--- config.mk ---
export PLATFORM = sky130hd
export DESIGN_NAME = timing_sched_device_flat
export DESIGN_NICKNAME = d
export VERILOG_FILES = /design/src/logic/timing_sched_pkg.sv /design/src/logic/setting_link_if.sv /design/src/logic/timing_sched_device.sv /design/src/flat_wrapper.sv
export VERILOG_INCLUDE_DIRS = /design/src /design/src/logic
export SDC_FILE = /design/constraint.sdc
export NUM_CORES = 1
export LEC_CHECK = 0
export ABC_AREA = 1
export CORE_UTILIZATION = 40
export CTS_BUF_LIST = sky130_fd_sc_hd__clkbuf_2
export DETAILED_ROUTE_END_ITERATION = 16
export DONT_BUFFER_PORTS = 1
export SETUP_SLACK_MARGIN = 0.4
export SLEW_MARGIN = 25
export SYNTH_ARGS = -nofsm -noshare
export SYNTH_HDL_FRONTEND = slang
export SYNTH_SLANG_ARGS = --single-unit
export TNS_END_PERCENT = 50
--- constraint.sdc ---
create_clock -name CLK -period 7.4 [get_ports CLK]
set_clock_uncertainty 0.1 [all_clocks]
set_input_delay 0.37 -clock CLK [delete_from_list [all_inputs] [get_ports CLK]]
set_output_delay 0.37 -clock CLK [all_outputs]
set_load 0.02 [all_outputs]
--- src/logic/timing_sched_consts.svh ---
// Purpose: named constants of the radio timing scheduler and its setting link
// Assumes: included by bare name from the device and host design files
// Notes: timing tables are packed, entry 0 in the low bits
`ifndef TIMING_SCHED_CONSTS_SVH
`define TIMING_SCHED_CONSTS_SVH
// frame bytes
`define START_BYTE 8'h02
`define CMD_WRITE_REQ 8'h11
`define CMD_READ_REQ 8'h10
`define CMD_WRITE_CNF 8'h51
`define CMD_READ_CNF 8'h50
`define STATUS_OK 8'h00
`define STATUS_FAIL 8'h01
`define WRITE_LEN 17'h00002
`define READ_LEN 17'h00001
`define HDR_BYTES 17'h00004
`define WRITE_FRAME_BYTES 3'h7
`define READ_FRAME_BYTES 3'h6
`define RSP_LEN_WRITE 8'h01
`define RSP_LEN_READ 8'h02
// setting indices, ranges and defaults
`define IDX_LINK 8'h08
`define IDX_DISC 8'h09
`define IDX_RATIO 8'h0a
`define LINK_MAX 8'h06
`define LINK_DEF 8'h01
`define DISC_MAX 8'h05
`define DISC_DEF 8'h01
`define RATIO_MIN 8'h01
`define RATIO_MAX 8'h0a
`define RATIO_DEF 8'h02
// timing: clock period and millisecond in ns, second in ms
`define CLK_PERIOD_NS 4
`define MS_NS 1000000
`define MS_PER_S 16'h03e8
`define NEG_FIRST_S 8'h05
`define NEG_RETRY_S 8'h0a
`define NEG_RETRIES 2'h3
// discovery profile tables (ms, ms, s)
`define ADV_MS_TAB {16'h2800, 16'h1388, 16'h03e8, 16'h00fa, 16'h0028, 16'h0014}
`define WIN_MS_TAB {16'h2800, 16'h186a, 16'h04e2, 16'h0138, 16'h0032, 16'h0019}
`define SETUP_S_TAB {8'h23, 8'h14, 8'h05, 8'h02, 8'h02, 8'h01}
// link profile tables (ms, ms, s)
`define MIN_MS_TAB {16'h0008, 16'h07d0, 16'h02ee, 16'h00c8, 16'h0032, 16'h0014, 16'h0008}
`define MAX_MS_TAB {16'h0008, 16'h0fa0, 16'h08ca, 16'h03e8, 16'h00fa, 16'h004b, 16'h001e}
`define SUP_S_TAB {8'h04, 8'h19, 8'h0f, 8'h08, 8'h04, 8'h04, 8'h04}
// host register offsets and fields
`define REG_CTRL 4'h0
`define REG_STATUS 4'h4
`define REG_MASK 4'h8
`define REG_RESULT 4'hc
`define CTRL_GO 0
`define CTRL_WRITE 1
`define ST_DONE 0
`define ST_ERR 1
`endif

--- src/logic/timing_sched_pkg.sv ---
// Purpose: shared types of the radio timing scheduler
// Assumes: nothing
// Notes: state codes left to the tool
package timing_sched_pkg;
	typedef enum logic [1:0] {IDLE_ADV, SCANNING, CENTRAL_LINK, PERIPHERAL_LINK} mode_type;
	typedef enum logic [2:0] {NEG_OFF, NEG_WAIT, NEG_ASK, NEG_AGREED, NEG_FAILED} neg_type;
endpackage

--- src/logic/setting_link_if.sv ---
// Purpose: byte link between host controller and scheduler device
// Assumes: both ends on CLK; a valid byte is taken in its one cycle
// Notes: no back-pressure, each end always accepts
interface setting_link_if;
	logic h_valid; // host byte valid
	logic [7:0] h_data; // host byte
	logic d_valid; // device byte valid
	logic [7:0] d_data; // device byte
	modport device(input h_valid, input h_data, output d_valid, output d_data);
	modport host(input d_valid, input d_data, output h_valid, output h_data);
endinterface

--- src/logic/timing_sched_device.sv ---
// Purpose: settings store, frame answering and radio timing scheduler
// Assumes: user-side inputs are synchronous to CLK
// Notes: one millisecond enable drives every timer
// Summary of operation
// - scan ratio setting index 10, 1-10, default 2
// - scan one window, suspend, switch channel
// - discovery profile index 9, 0-5, default 1
// - advertise once per profile period
// - scan only during profile window
// - channel switch per ratio-derived scan interval
// - connection setup answered within profile timeout
// - link profile index 8, 0-6, default 1
// - interval bounds from link profile table
// - silent link lost after supervision timeout
// - central applies own interval settings
// - mismatch: ask after 5 s, accept
// - three retries 10 s apart, then shutdown
// - peripheral accepts central's interval update
// - central accepts peripheral's parameter updates
// - write frame answered 0x51 status
// - read frame answered 0x50 status value
`include "timing_sched_consts.svh"
module timing_sched_device
	import timing_sched_pkg::*;
#(
	parameter int MS_CYCLES = `MS_NS / `CLK_PERIOD_NS
) (
	input wire logic CLK, // system clock
	input wire logic SYS_RST, // synchronous reset, high
	setting_link_if.device LINK, // command byte link
	input wire mode_type MODE, // radio activity state
	input wire logic CONN_PENDING, // connection request awaiting answer
	input wire logic LINK_ACTIVITY, // any communication on the link
	input wire logic INTV_MATCH, // peer intervals equal ours
	input wire logic PEER_ACCEPT, // central accepted our intervals
	input wire logic PEER_REJECT, // central rejected our intervals
	input wire logic PEER_UPDATE_REQ, // peer asks interval update
	output logic ADV_TX, // send advertising packet, pulse
	output logic SCAN_ON, // receiver scanning, level
	output logic CHAN_SWITCH, // switch scan channel, pulse
	output logic SETUP_TIMEOUT, // setup not answered in time
	output logic LINK_LOST, // supervision timeout hit
	output logic INTV_REQ, // ask central for our intervals, pulse
	output logic LINK_SHUTDOWN, // close connection
	output logic UPDATE_ACCEPT, // accept peer update, pulse
	output logic OWN_INTV, // our interval settings govern
	output logic [15:0] INTV_MIN, // minimum connection interval ms
	output logic [15:0] INTV_MAX // maximum connection interval ms
);
	localparam logic [95:0] ADV_TAB = `ADV_MS_TAB;
	localparam logic [95:0] WIN_TAB = `WIN_MS_TAB;
	localparam logic [47:0] SETUP_TAB = `SETUP_S_TAB;
	localparam logic [111:0] MIN_TAB = `MIN_MS_TAB;
	localparam logic [111:0] MAX_TAB = `MAX_MS_TAB;
	localparam logic [55:0] SUP_TAB = `SUP_S_TAB;

	logic [7:0] link_prof_r, disc_prof_r, ratio_r;
	logic [31:0] div_r;
	logic [16:0] ph_r;
	logic [15:0] setup_r, sup_r, nt_r;
	logic [1:0] tries_r;
	mode_type mode_prev_r;
	neg_type neg_r;
	logic [16:0] rx_pos_r, rx_len_r;
	logic [7:0] rx_cmd_r, rx_idx_r, rx_val_r, rx_xor_r;
	logic [7:0] tx_b_r [7];
	logic [7:0] rsp_b [7];
	logic [2:0] tx_n_r, tx_pos_r;

	// millisecond enable
	wire tick = div_r == 32'(MS_CYCLES - 1);
	always_ff @(posedge CLK) begin
		if (SYS_RST || tick) div_r <= '0;
		else div_r <= div_r + 32'h1;
	end

	// profile lookups
	wire [15:0] adv_ms = ADV_TAB[16*disc_prof_r[2:0] +: 16];
	wire [15:0] win_ms = WIN_TAB[16*disc_prof_r[2:0] +: 16];
	wire [16:0] scan_int = 17'(win_ms * ratio_r[3:0]);
	wire [15:0] setup_ms = 16'(SETUP_TAB[8*disc_prof_r[2:0] +: 8] * `MS_PER_S);
	wire [15:0] sup_ms = 16'(SUP_TAB[8*link_prof_r[2:0] +: 8] * `MS_PER_S);
	wire [15:0] first_ms = 16'(`NEG_FIRST_S * `MS_PER_S);
	wire [15:0] retry_ms = 16'(`NEG_RETRY_S * `MS_PER_S);
	wire mode_chg = MODE != mode_prev_r;
	wire conn = MODE == CENTRAL_LINK || MODE == PERIPHERAL_LINK;
	wire adv_wrap = MODE == IDLE_ADV && ph_r >= {1'b0, adv_ms} - 17'h1;
	wire scan_wrap = MODE == SCANNING && ph_r >= scan_int - 17'h1;

	// advertising and scan phase, restarted on any activity change
	always_ff @(posedge CLK) begin
		if (SYS_RST) begin
			mode_prev_r <= IDLE_ADV;
			ph_r <= '0;
			ADV_TX <= 1'b0;
			CHAN_SWITCH <= 1'b0;
			SCAN_ON <= 1'b0;
		end else begin
			mode_prev_r <= MODE;
			if (mode_chg) ph_r <= '0;
			else if (tick) ph_r <= (adv_wrap || scan_wrap) ? '0 : ph_r + 17'h1;
			ADV_TX <= !mode_chg && tick && adv_wrap;
			CHAN_SWITCH <= !mode_chg && tick && scan_wrap;
			SCAN_ON <= !mode_chg && MODE == SCANNING && ph_r < {1'b0, win_ms};
		end
	end

	// setup and supervision timers, saturating
	always_ff @(posedge CLK) begin
		if (SYS_RST || !CONN_PENDING) setup_r <= '0;
		else if (tick && setup_r < setup_ms) setup_r <= setup_r + 16'h1;
		if (SYS_RST || !conn || LINK_ACTIVITY) sup_r <= '0;
		else if (tick && sup_r < sup_ms) sup_r <= sup_r + 16'h1;
		SETUP_TIMEOUT <= !SYS_RST && CONN_PENDING && setup_r >= setup_ms;
		LINK_LOST <= !SYS_RST && conn && !LINK_ACTIVITY && sup_r >= sup_ms;
	end

	// interval negotiation as peripheral; a central of our kind always accepts
	always_ff @(posedge CLK) begin
		if (SYS_RST || MODE != PERIPHERAL_LINK) begin
			neg_r <= NEG_OFF;
			tries_r <= '0;
			nt_r <= '0;
		end else begin
			unique case (neg_r)
				NEG_OFF: begin
					neg_r <= INTV_MATCH ? NEG_AGREED : NEG_WAIT;
					nt_r <= first_ms;
				end
				NEG_WAIT: begin
					if (tick && nt_r == 16'h1) neg_r <= NEG_ASK;
					else if (tick) nt_r <= nt_r - 16'h1;
				end
				NEG_ASK: begin
					if (PEER_ACCEPT) neg_r <= NEG_AGREED;
					else if (PEER_REJECT && tries_r == `NEG_RETRIES) neg_r <= NEG_FAILED;
					else if (PEER_REJECT) begin
						tries_r <= tries_r + 2'h1;
						nt_r <= retry_ms;
						neg_r <= NEG_WAIT;
					end
				end
				NEG_AGREED, NEG_FAILED: neg_r <= neg_r;
			endcase
		end
	end

	// connection outputs; interval bounds always from our link profile
	always_ff @(posedge CLK) begin
		if (SYS_RST) begin
			INTV_REQ <= 1'b0;
			LINK_SHUTDOWN <= 1'b0;
			UPDATE_ACCEPT <= 1'b0;
			OWN_INTV <= 1'b0;
			INTV_MIN <= '0;
			INTV_MAX <= '0;
		end else begin
			INTV_REQ <= MODE == PERIPHERAL_LINK && neg_r == NEG_WAIT && tick && nt_r == 16'h1;
			LINK_SHUTDOWN <= MODE == PERIPHERAL_LINK && neg_r == NEG_FAILED;
			UPDATE_ACCEPT <= conn && PEER_UPDATE_REQ;
			OWN_INTV <= MODE == CENTRAL_LINK || (MODE == PERIPHERAL_LINK && neg_r == NEG_AGREED);
			INTV_MIN <= MIN_TAB[16*link_prof_r[2:0] +: 16];
			INTV_MAX <= MAX_TAB[16*link_prof_r[2:0] +: 16];
		end
	end

	// frame receive: start, command, length, index, value, check
	wire [7:0] rx_d = LINK.h_data;
	wire at_cs = rx_pos_r >= `HDR_BYTES && rx_pos_r == rx_len_r + `HDR_BYTES;
	wire frame_done = LINK.h_valid && rx_pos_r != '0 && at_cs;
	wire cs_ok = rx_d == rx_xor_r;
	always_ff @(posedge CLK) begin
		if (SYS_RST) begin
			rx_pos_r <= '0;
			rx_cmd_r <= '0;
			rx_len_r <= '0;
			rx_idx_r <= '0;
			rx_val_r <= '0;
			rx_xor_r <= '0;
		end else if (LINK.h_valid) begin
			if (rx_pos_r == '0) begin
				if (rx_d == `START_BYTE) rx_pos_r <= 17'h1; // bytes before a start are dropped
				rx_xor_r <= rx_d;
			end else begin
				rx_xor_r <= rx_xor_r ^ rx_d;
				rx_pos_r <= at_cs ? '0 : rx_pos_r + 17'h1;
				if (rx_pos_r == 17'h1) rx_cmd_r <= rx_d;
				if (rx_pos_r == 17'h2) rx_len_r <= {9'h0, rx_d};
				if (rx_pos_r == 17'h3) rx_len_r[16:8] <= {1'b0, rx_d};
				if (rx_pos_r == 17'h4 && !at_cs) rx_idx_r <= rx_d;
				if (rx_pos_r == 17'h5 && !at_cs) rx_val_r <= rx_d;
			end
		end
	end

	// request checks
	wire is_wr = rx_cmd_r == `CMD_WRITE_REQ;
	wire is_rd = rx_cmd_r == `CMD_READ_REQ;
	wire idx_ok = rx_idx_r == `IDX_LINK || rx_idx_r == `IDX_DISC || rx_idx_r == `IDX_RATIO;
	wire val_ok = (rx_idx_r == `IDX_LINK && rx_val_r <= `LINK_MAX)
		|| (rx_idx_r == `IDX_DISC && rx_val_r <= `DISC_MAX)
		|| (rx_idx_r == `IDX_RATIO && rx_val_r >= `RATIO_MIN && rx_val_r <= `RATIO_MAX);
	wire wr_ok = is_wr && rx_len_r == `WRITE_LEN && idx_ok && val_ok;
	wire rd_ok = is_rd && rx_len_r == `READ_LEN && idx_ok;
	wire accept = frame_done && cs_ok && (is_wr || is_rd); // bad check byte: silently dropped
	wire [7:0] cur_val = rx_idx_r == `IDX_LINK ? link_prof_r :
		rx_idx_r == `IDX_DISC ? disc_prof_r : ratio_r;

	// settings store
	always_ff @(posedge CLK) begin
		if (SYS_RST) begin
			link_prof_r <= `LINK_DEF;
			disc_prof_r <= `DISC_DEF;
			ratio_r <= `RATIO_DEF;
		end else if (accept && wr_ok) begin
			if (rx_idx_r == `IDX_LINK) link_prof_r <= rx_val_r;
			if (rx_idx_r == `IDX_DISC) disc_prof_r <= rx_val_r;
			if (rx_idx_r == `IDX_RATIO) ratio_r <= rx_val_r;
		end
	end

	// answer frame; a read answer carries the value only on success
	wire [7:0] rsp_st = (wr_ok || rd_ok) ? `STATUS_OK : `STATUS_FAIL;
	wire [7:0] rsp_val = rd_ok ? cur_val : 8'h00;
	always_comb begin
		rsp_b[0] = `START_BYTE;
		rsp_b[1] = is_wr ? `CMD_WRITE_CNF : `CMD_READ_CNF;
		rsp_b[2] = rd_ok ? `RSP_LEN_READ : `RSP_LEN_WRITE;
		rsp_b[3] = 8'h00;
		rsp_b[4] = rsp_st;
		rsp_b[6] = rsp_b[0] ^ rsp_b[1] ^ rsp_b[2] ^ rsp_b[3] ^ rsp_b[4] ^ rsp_val;
		rsp_b[5] = rd_ok ? rsp_val : rsp_b[6];
	end

	// answer sender, one byte per cycle
	always_ff @(posedge CLK) begin
		if (SYS_RST) begin
			tx_n_r <= '0;
			tx_pos_r <= '0;
			LINK.d_valid <= 1'b0;
			LINK.d_data <= '0;
		end else if (accept) begin
			tx_b_r <= rsp_b;
			tx_n_r <= rd_ok ? `WRITE_FRAME_BYTES : `READ_FRAME_BYTES;
			tx_pos_r <= '0;
			LINK.d_valid <= 1'b0;
		end else if (tx_pos_r < tx_n_r) begin
			LINK.d_valid <= 1'b1;
			LINK.d_data <= tx_b_r[tx_pos_r];
			tx_pos_r <= tx_pos_r + 3'h1;
		end else begin
			LINK.d_valid <= 1'b0;
		end
	end
endmodule // timing_sched_device

--- src/flat_wrapper.sv ---
// flat-port wrapper written by rule: the top's interface ports become plain ports
module timing_sched_device_flat import timing_sched_pkg::*;
#(
	parameter int MS_CYCLES = `MS_NS / `CLK_PERIOD_NS
)
  (CLK, SYS_RST, MODE, CONN_PENDING, LINK_ACTIVITY, INTV_MATCH, PEER_ACCEPT, PEER_REJECT, PEER_UPDATE_REQ, ADV_TX, SCAN_ON, CHAN_SWITCH, SETUP_TIMEOUT, LINK_LOST, INTV_REQ, LINK_SHUTDOWN, UPDATE_ACCEPT, OWN_INTV, INTV_MIN, INTV_MAX, LINK_h_valid, LINK_h_data, LINK_d_valid, LINK_d_data);
  setting_link_if LINK_i ();
  input wire logic CLK;
  input wire logic SYS_RST;
  input wire mode_type MODE;
  input wire logic CONN_PENDING;
  input wire logic LINK_ACTIVITY;
  input wire logic INTV_MATCH;
  input wire logic PEER_ACCEPT;
  input wire logic PEER_REJECT;
  input wire logic PEER_UPDATE_REQ;
  output logic ADV_TX;
  output logic SCAN_ON;
  output logic CHAN_SWITCH;
  output logic SETUP_TIMEOUT;
  output logic LINK_LOST;
  output logic INTV_REQ;
  output logic LINK_SHUTDOWN;
  output logic UPDATE_ACCEPT;
  output logic OWN_INTV;
  output logic [15:0] INTV_MIN;
  output logic [15:0] INTV_MAX;
  input wire logic [$bits(LINK_i.h_valid)-1:0] LINK_h_valid;
  input wire logic [$bits(LINK_i.h_data)-1:0] LINK_h_data;
  output wire logic [$bits(LINK_i.d_valid)-1:0] LINK_d_valid;
  output wire logic [$bits(LINK_i.d_data)-1:0] LINK_d_data;
  assign LINK_i.h_valid = LINK_h_valid;
  assign LINK_i.h_data = LINK_h_data;
  assign LINK_d_valid = LINK_i.d_valid;
  assign LINK_d_data = LINK_i.d_data;
  timing_sched_device #(.MS_CYCLES(MS_CYCLES)) u_core (.CLK(CLK), .SYS_RST(SYS_RST), .LINK(LINK_i), .MODE(MODE), .CONN_PENDING(CONN_PENDING), .LINK_ACTIVITY(LINK_ACTIVITY), .INTV_MATCH(INTV_MATCH), .PEER_ACCEPT(PEER_ACCEPT), .PEER_REJECT(PEER_REJECT), .PEER_UPDATE_REQ(PEER_UPDATE_REQ), .ADV_TX(ADV_TX), .SCAN_ON(SCAN_ON), .CHAN_SWITCH(CHAN_SWITCH), .SETUP_TIMEOUT(SETUP_TIMEOUT), .LINK_LOST(LINK_LOST), .INTV_REQ(INTV_REQ), .LINK_SHUTDOWN(LINK_SHUTDOWN), .UPDATE_ACCEPT(UPDATE_ACCEPT), .OWN_INTV(OWN_INTV), .INTV_MIN(INTV_MIN), .INTV_MAX(INTV_MAX));
endmodule
==> results.md <==
- Status: completed
- Setup Slack @ Placement: 0.465 ns
- Root buffer cell: clkbuf_2
- Worst hold-check path type: in2reg
- Largest fanout on the critical path: 10
- Ys flop type: dfxtp_1
- Die X: 213 µm
- Tmin final: 6.50 ns
- Largest net degree at the start of global routing: 74
- Number of synthesized flops with an enable pin: 15
- MaxCap Viol Count: 0
- FP Rows: 77
- Area added between synthesis and finish: 9.02%
- Vias/cell: 5.10
- Final hold violations: 0
- CTS sink count: 247
- DRC marker count from the first detailed-route iteration: 1098
- Cell area after synthesis: 17900 µm²
- Drt drc: 0
- Kind of critical path: reg2reg
- Clk slew on worst S/H paths: 0.10 ns
- GP Congestion: 0.935
- Tcrit/Tclk final: 0.878
- PwrDens: 131 nW/µm²
- Setup WS post-layout: 0.902 ns
- Share of the synthesized area in the top cell type: 0.260
- Synth unique cells: 56
- CTS tree: built
- Synth warn: 0
- Starting Density: 0.405
- Total Power: 2.55 mW
- First-pass DRT Iterations: 6
- CP max-delay cell: dfxtp_1
- CP required: 8.10 ns
- Area leader, netlist: dfxtp_1
- Die Height: 213 µm
- CTS buffer count: 70
- CP endpoint kind: register
- WL/cell: 14.7 µm
- Mapped Cells: 2533
- H-tree depth: 3
- Worst path most repeated cell: ha_1
- Initial antenna violation count: 1
- Worst-skew pair later-pin latency: 1.00 ns
- Final #Nets: 2845
- Worst-case clock buffer depth: 3
- Core Region: 44100 µm²
- Crit start category: register
- GRT Total Usage: 0.216
- Final wirelength: 47700 µm
- Post-synth ARST share: 0
- Design area: 19500 µm²
- Top cells by count, synth: nand2_1 (500), inv_1 (394), nor2_1 (285)
- Share of layout cells above drive strength 1: 0.0645
- Die footprint: 45500 µm²
- Measured slew at the worst slew-check pin: 0.952 ns
- Vias in the first global route: 16100
- RSZ-0062 raised after global routing: no
- Slowest stage delay, CP: 0.49 ns
- Grt ovf: 0
- Placed instance area: 18400 µm²
- Finished Core Util: 0.441
- Fmax: 154 MHz
- First-pass GRT wire length: 78800 µm
- Vias after detailed routing: 16600
- VDD IR max: 0.0902 mV
- Routed Antenna Nets: 0
- Worst relative slew slack: 0.361
- Avg Synthesized Cell Area: 7.05 µm²
- Synth top area cells: dfxtp_1 (26%), ha_1 (14%), nand2_1 (11%), inv_1 (8.3%), nor2_1 (6.0%)
- Worst EP arrival: 7.20 ns
- Endpoints failing setup: 0
- Count leader, synth: nand2_1
- DP HPWL: 35900 µm
- Ports: 69
- Lkg Pwr: 8.92 nW
- Fill cells: 4654
- Number of port buffers: 0
- Pins Over Slew Limit: 0
- Seq/Total Area, Yosys: 0.285
- Setup_tns: 0 ns
- Post-synthesis register bit count: 247
-- metrics by stage --
step	cells	hold WS [ns]
after detailed placement	3077	0.346
after CTS	3236	0.00114
after floorplan	2542	0.318
final	3245	0.126
after global placement	3077	0.331
after global routing	3245	0.0510
-- cells by family after synthesis --
family / synth area share
other: 0.000210
adders and majority gates: 0.171
xor gates and xnor gates: 0.0544
buffers and inverters: 0.103
AOI/OAI and AO/OA: 0.0980
and+or+nand+nor: 0.289
DFF: 0.285
-- state kept, by name (all words and copies together) (netlist names), 5 cells and up --
register	flops
u_core.LINK.d_data	8
u_core.ph_r	17
u_core.rx_idx_r	8
u_core.setup_r	16
u_core.rx_cmd_r	8
u_core.rx_pos_r	17
u_core.rx_len_r	16
u_core.ratio_r	8
u_core.rx_xor_r	8
u_core.tx_b_r	15
u_core.INTV_MAX	11
u_core.rx_val_r	8
u_core.disc_prof_r	8
u_core.INTV_MIN	5
u_core.div_r	32
u_core.link_prof_r	8
u_core.nt_r	16
u_core.sup_r	16
-- per-layer routing --
layer / share of wire / track usage
met4: 0.027 / 0.0845
met5: 0 / 0
met2: 0.45 / 0.354
met3: 0.058 / 0.0406
met1: 0.46 / 0.279
-- where the power goes --
group | internal [mW] | switching, mW | leakage (nW)
clock network | 0.379 | 0.633 | 0.468
registers | 1.36 | 0.0264 | 2.00
logic | 0.0495 | 0.105 | 6.45
-- worst paths after layout --
kind | slack [ns] | end | cells after the start | startpoint
worst min register to register | 0.36 | u_core.tries_r[1] | 2 | u_core.tries_r[1]
worst max register to register | 0.90 | u_core.setup_r[5] | 29 | u_core.disc_prof_r[1]
worst min-delay path | 0.13 | u_core.rx_len_r[11] | 3 | LINK_h_data[3]
worst max-delay path | 0.90 | u_core.setup_r[5] | 29 | u_core.disc_prof_r[1]
-- worst max-delay path: cells and delay by family (launching register included) --
kind | cells | cell delay, ns
xor+xnor | 1 | 0.17
flops | 1 | 0.49
buf+inv | 6 | 1.07
simple gates | 9 | 1.25
fa+ha+maj | 7 | 2.18
compound gates | 6 | 1.06
-- cells in the final DEF, fill, tap and decap left out, types with 86 or more instances in the layout --
cell / synthesis / layout
nand4_1: 91 / 91
clkbuf_2: 0 / 89
nor2_1: 285 / 284
nand2_1: 500 / 498
nand3_1: 138 / 138
inv_1: 394 / 393
o21ai_0: 88 / 86
dfxtp_1: 232 / 232
ha_1: 194 / 194
a21oi_1: 174 / 173
-- layout make-up --
type,instances,area [µm²],area share
well taps,592,741,0.0380
multi-input cells,1826,11000,0.564
clock buffers,89,445,0.0229
repair buffers,49,468,0.0240
diodes,1,2.50,0.000129
inverters,407,1540,0.0792
clock inverters,34,189,0.00970
flip-flops and latches,247,5090,0.262
-- what timing repair did --
item                                    in CTS  in global routing
hold buffers                                36                  0
buffers inserted                             0                  8
endpoints found under the setup margin       3                 48
cloned                                       0                  0
gates resized for setup                      1                 11
endpoints found under the hold margin      233                  0
pin swaps                                    0                  0
Note: power is estimated with default switching activity, not from simulation.
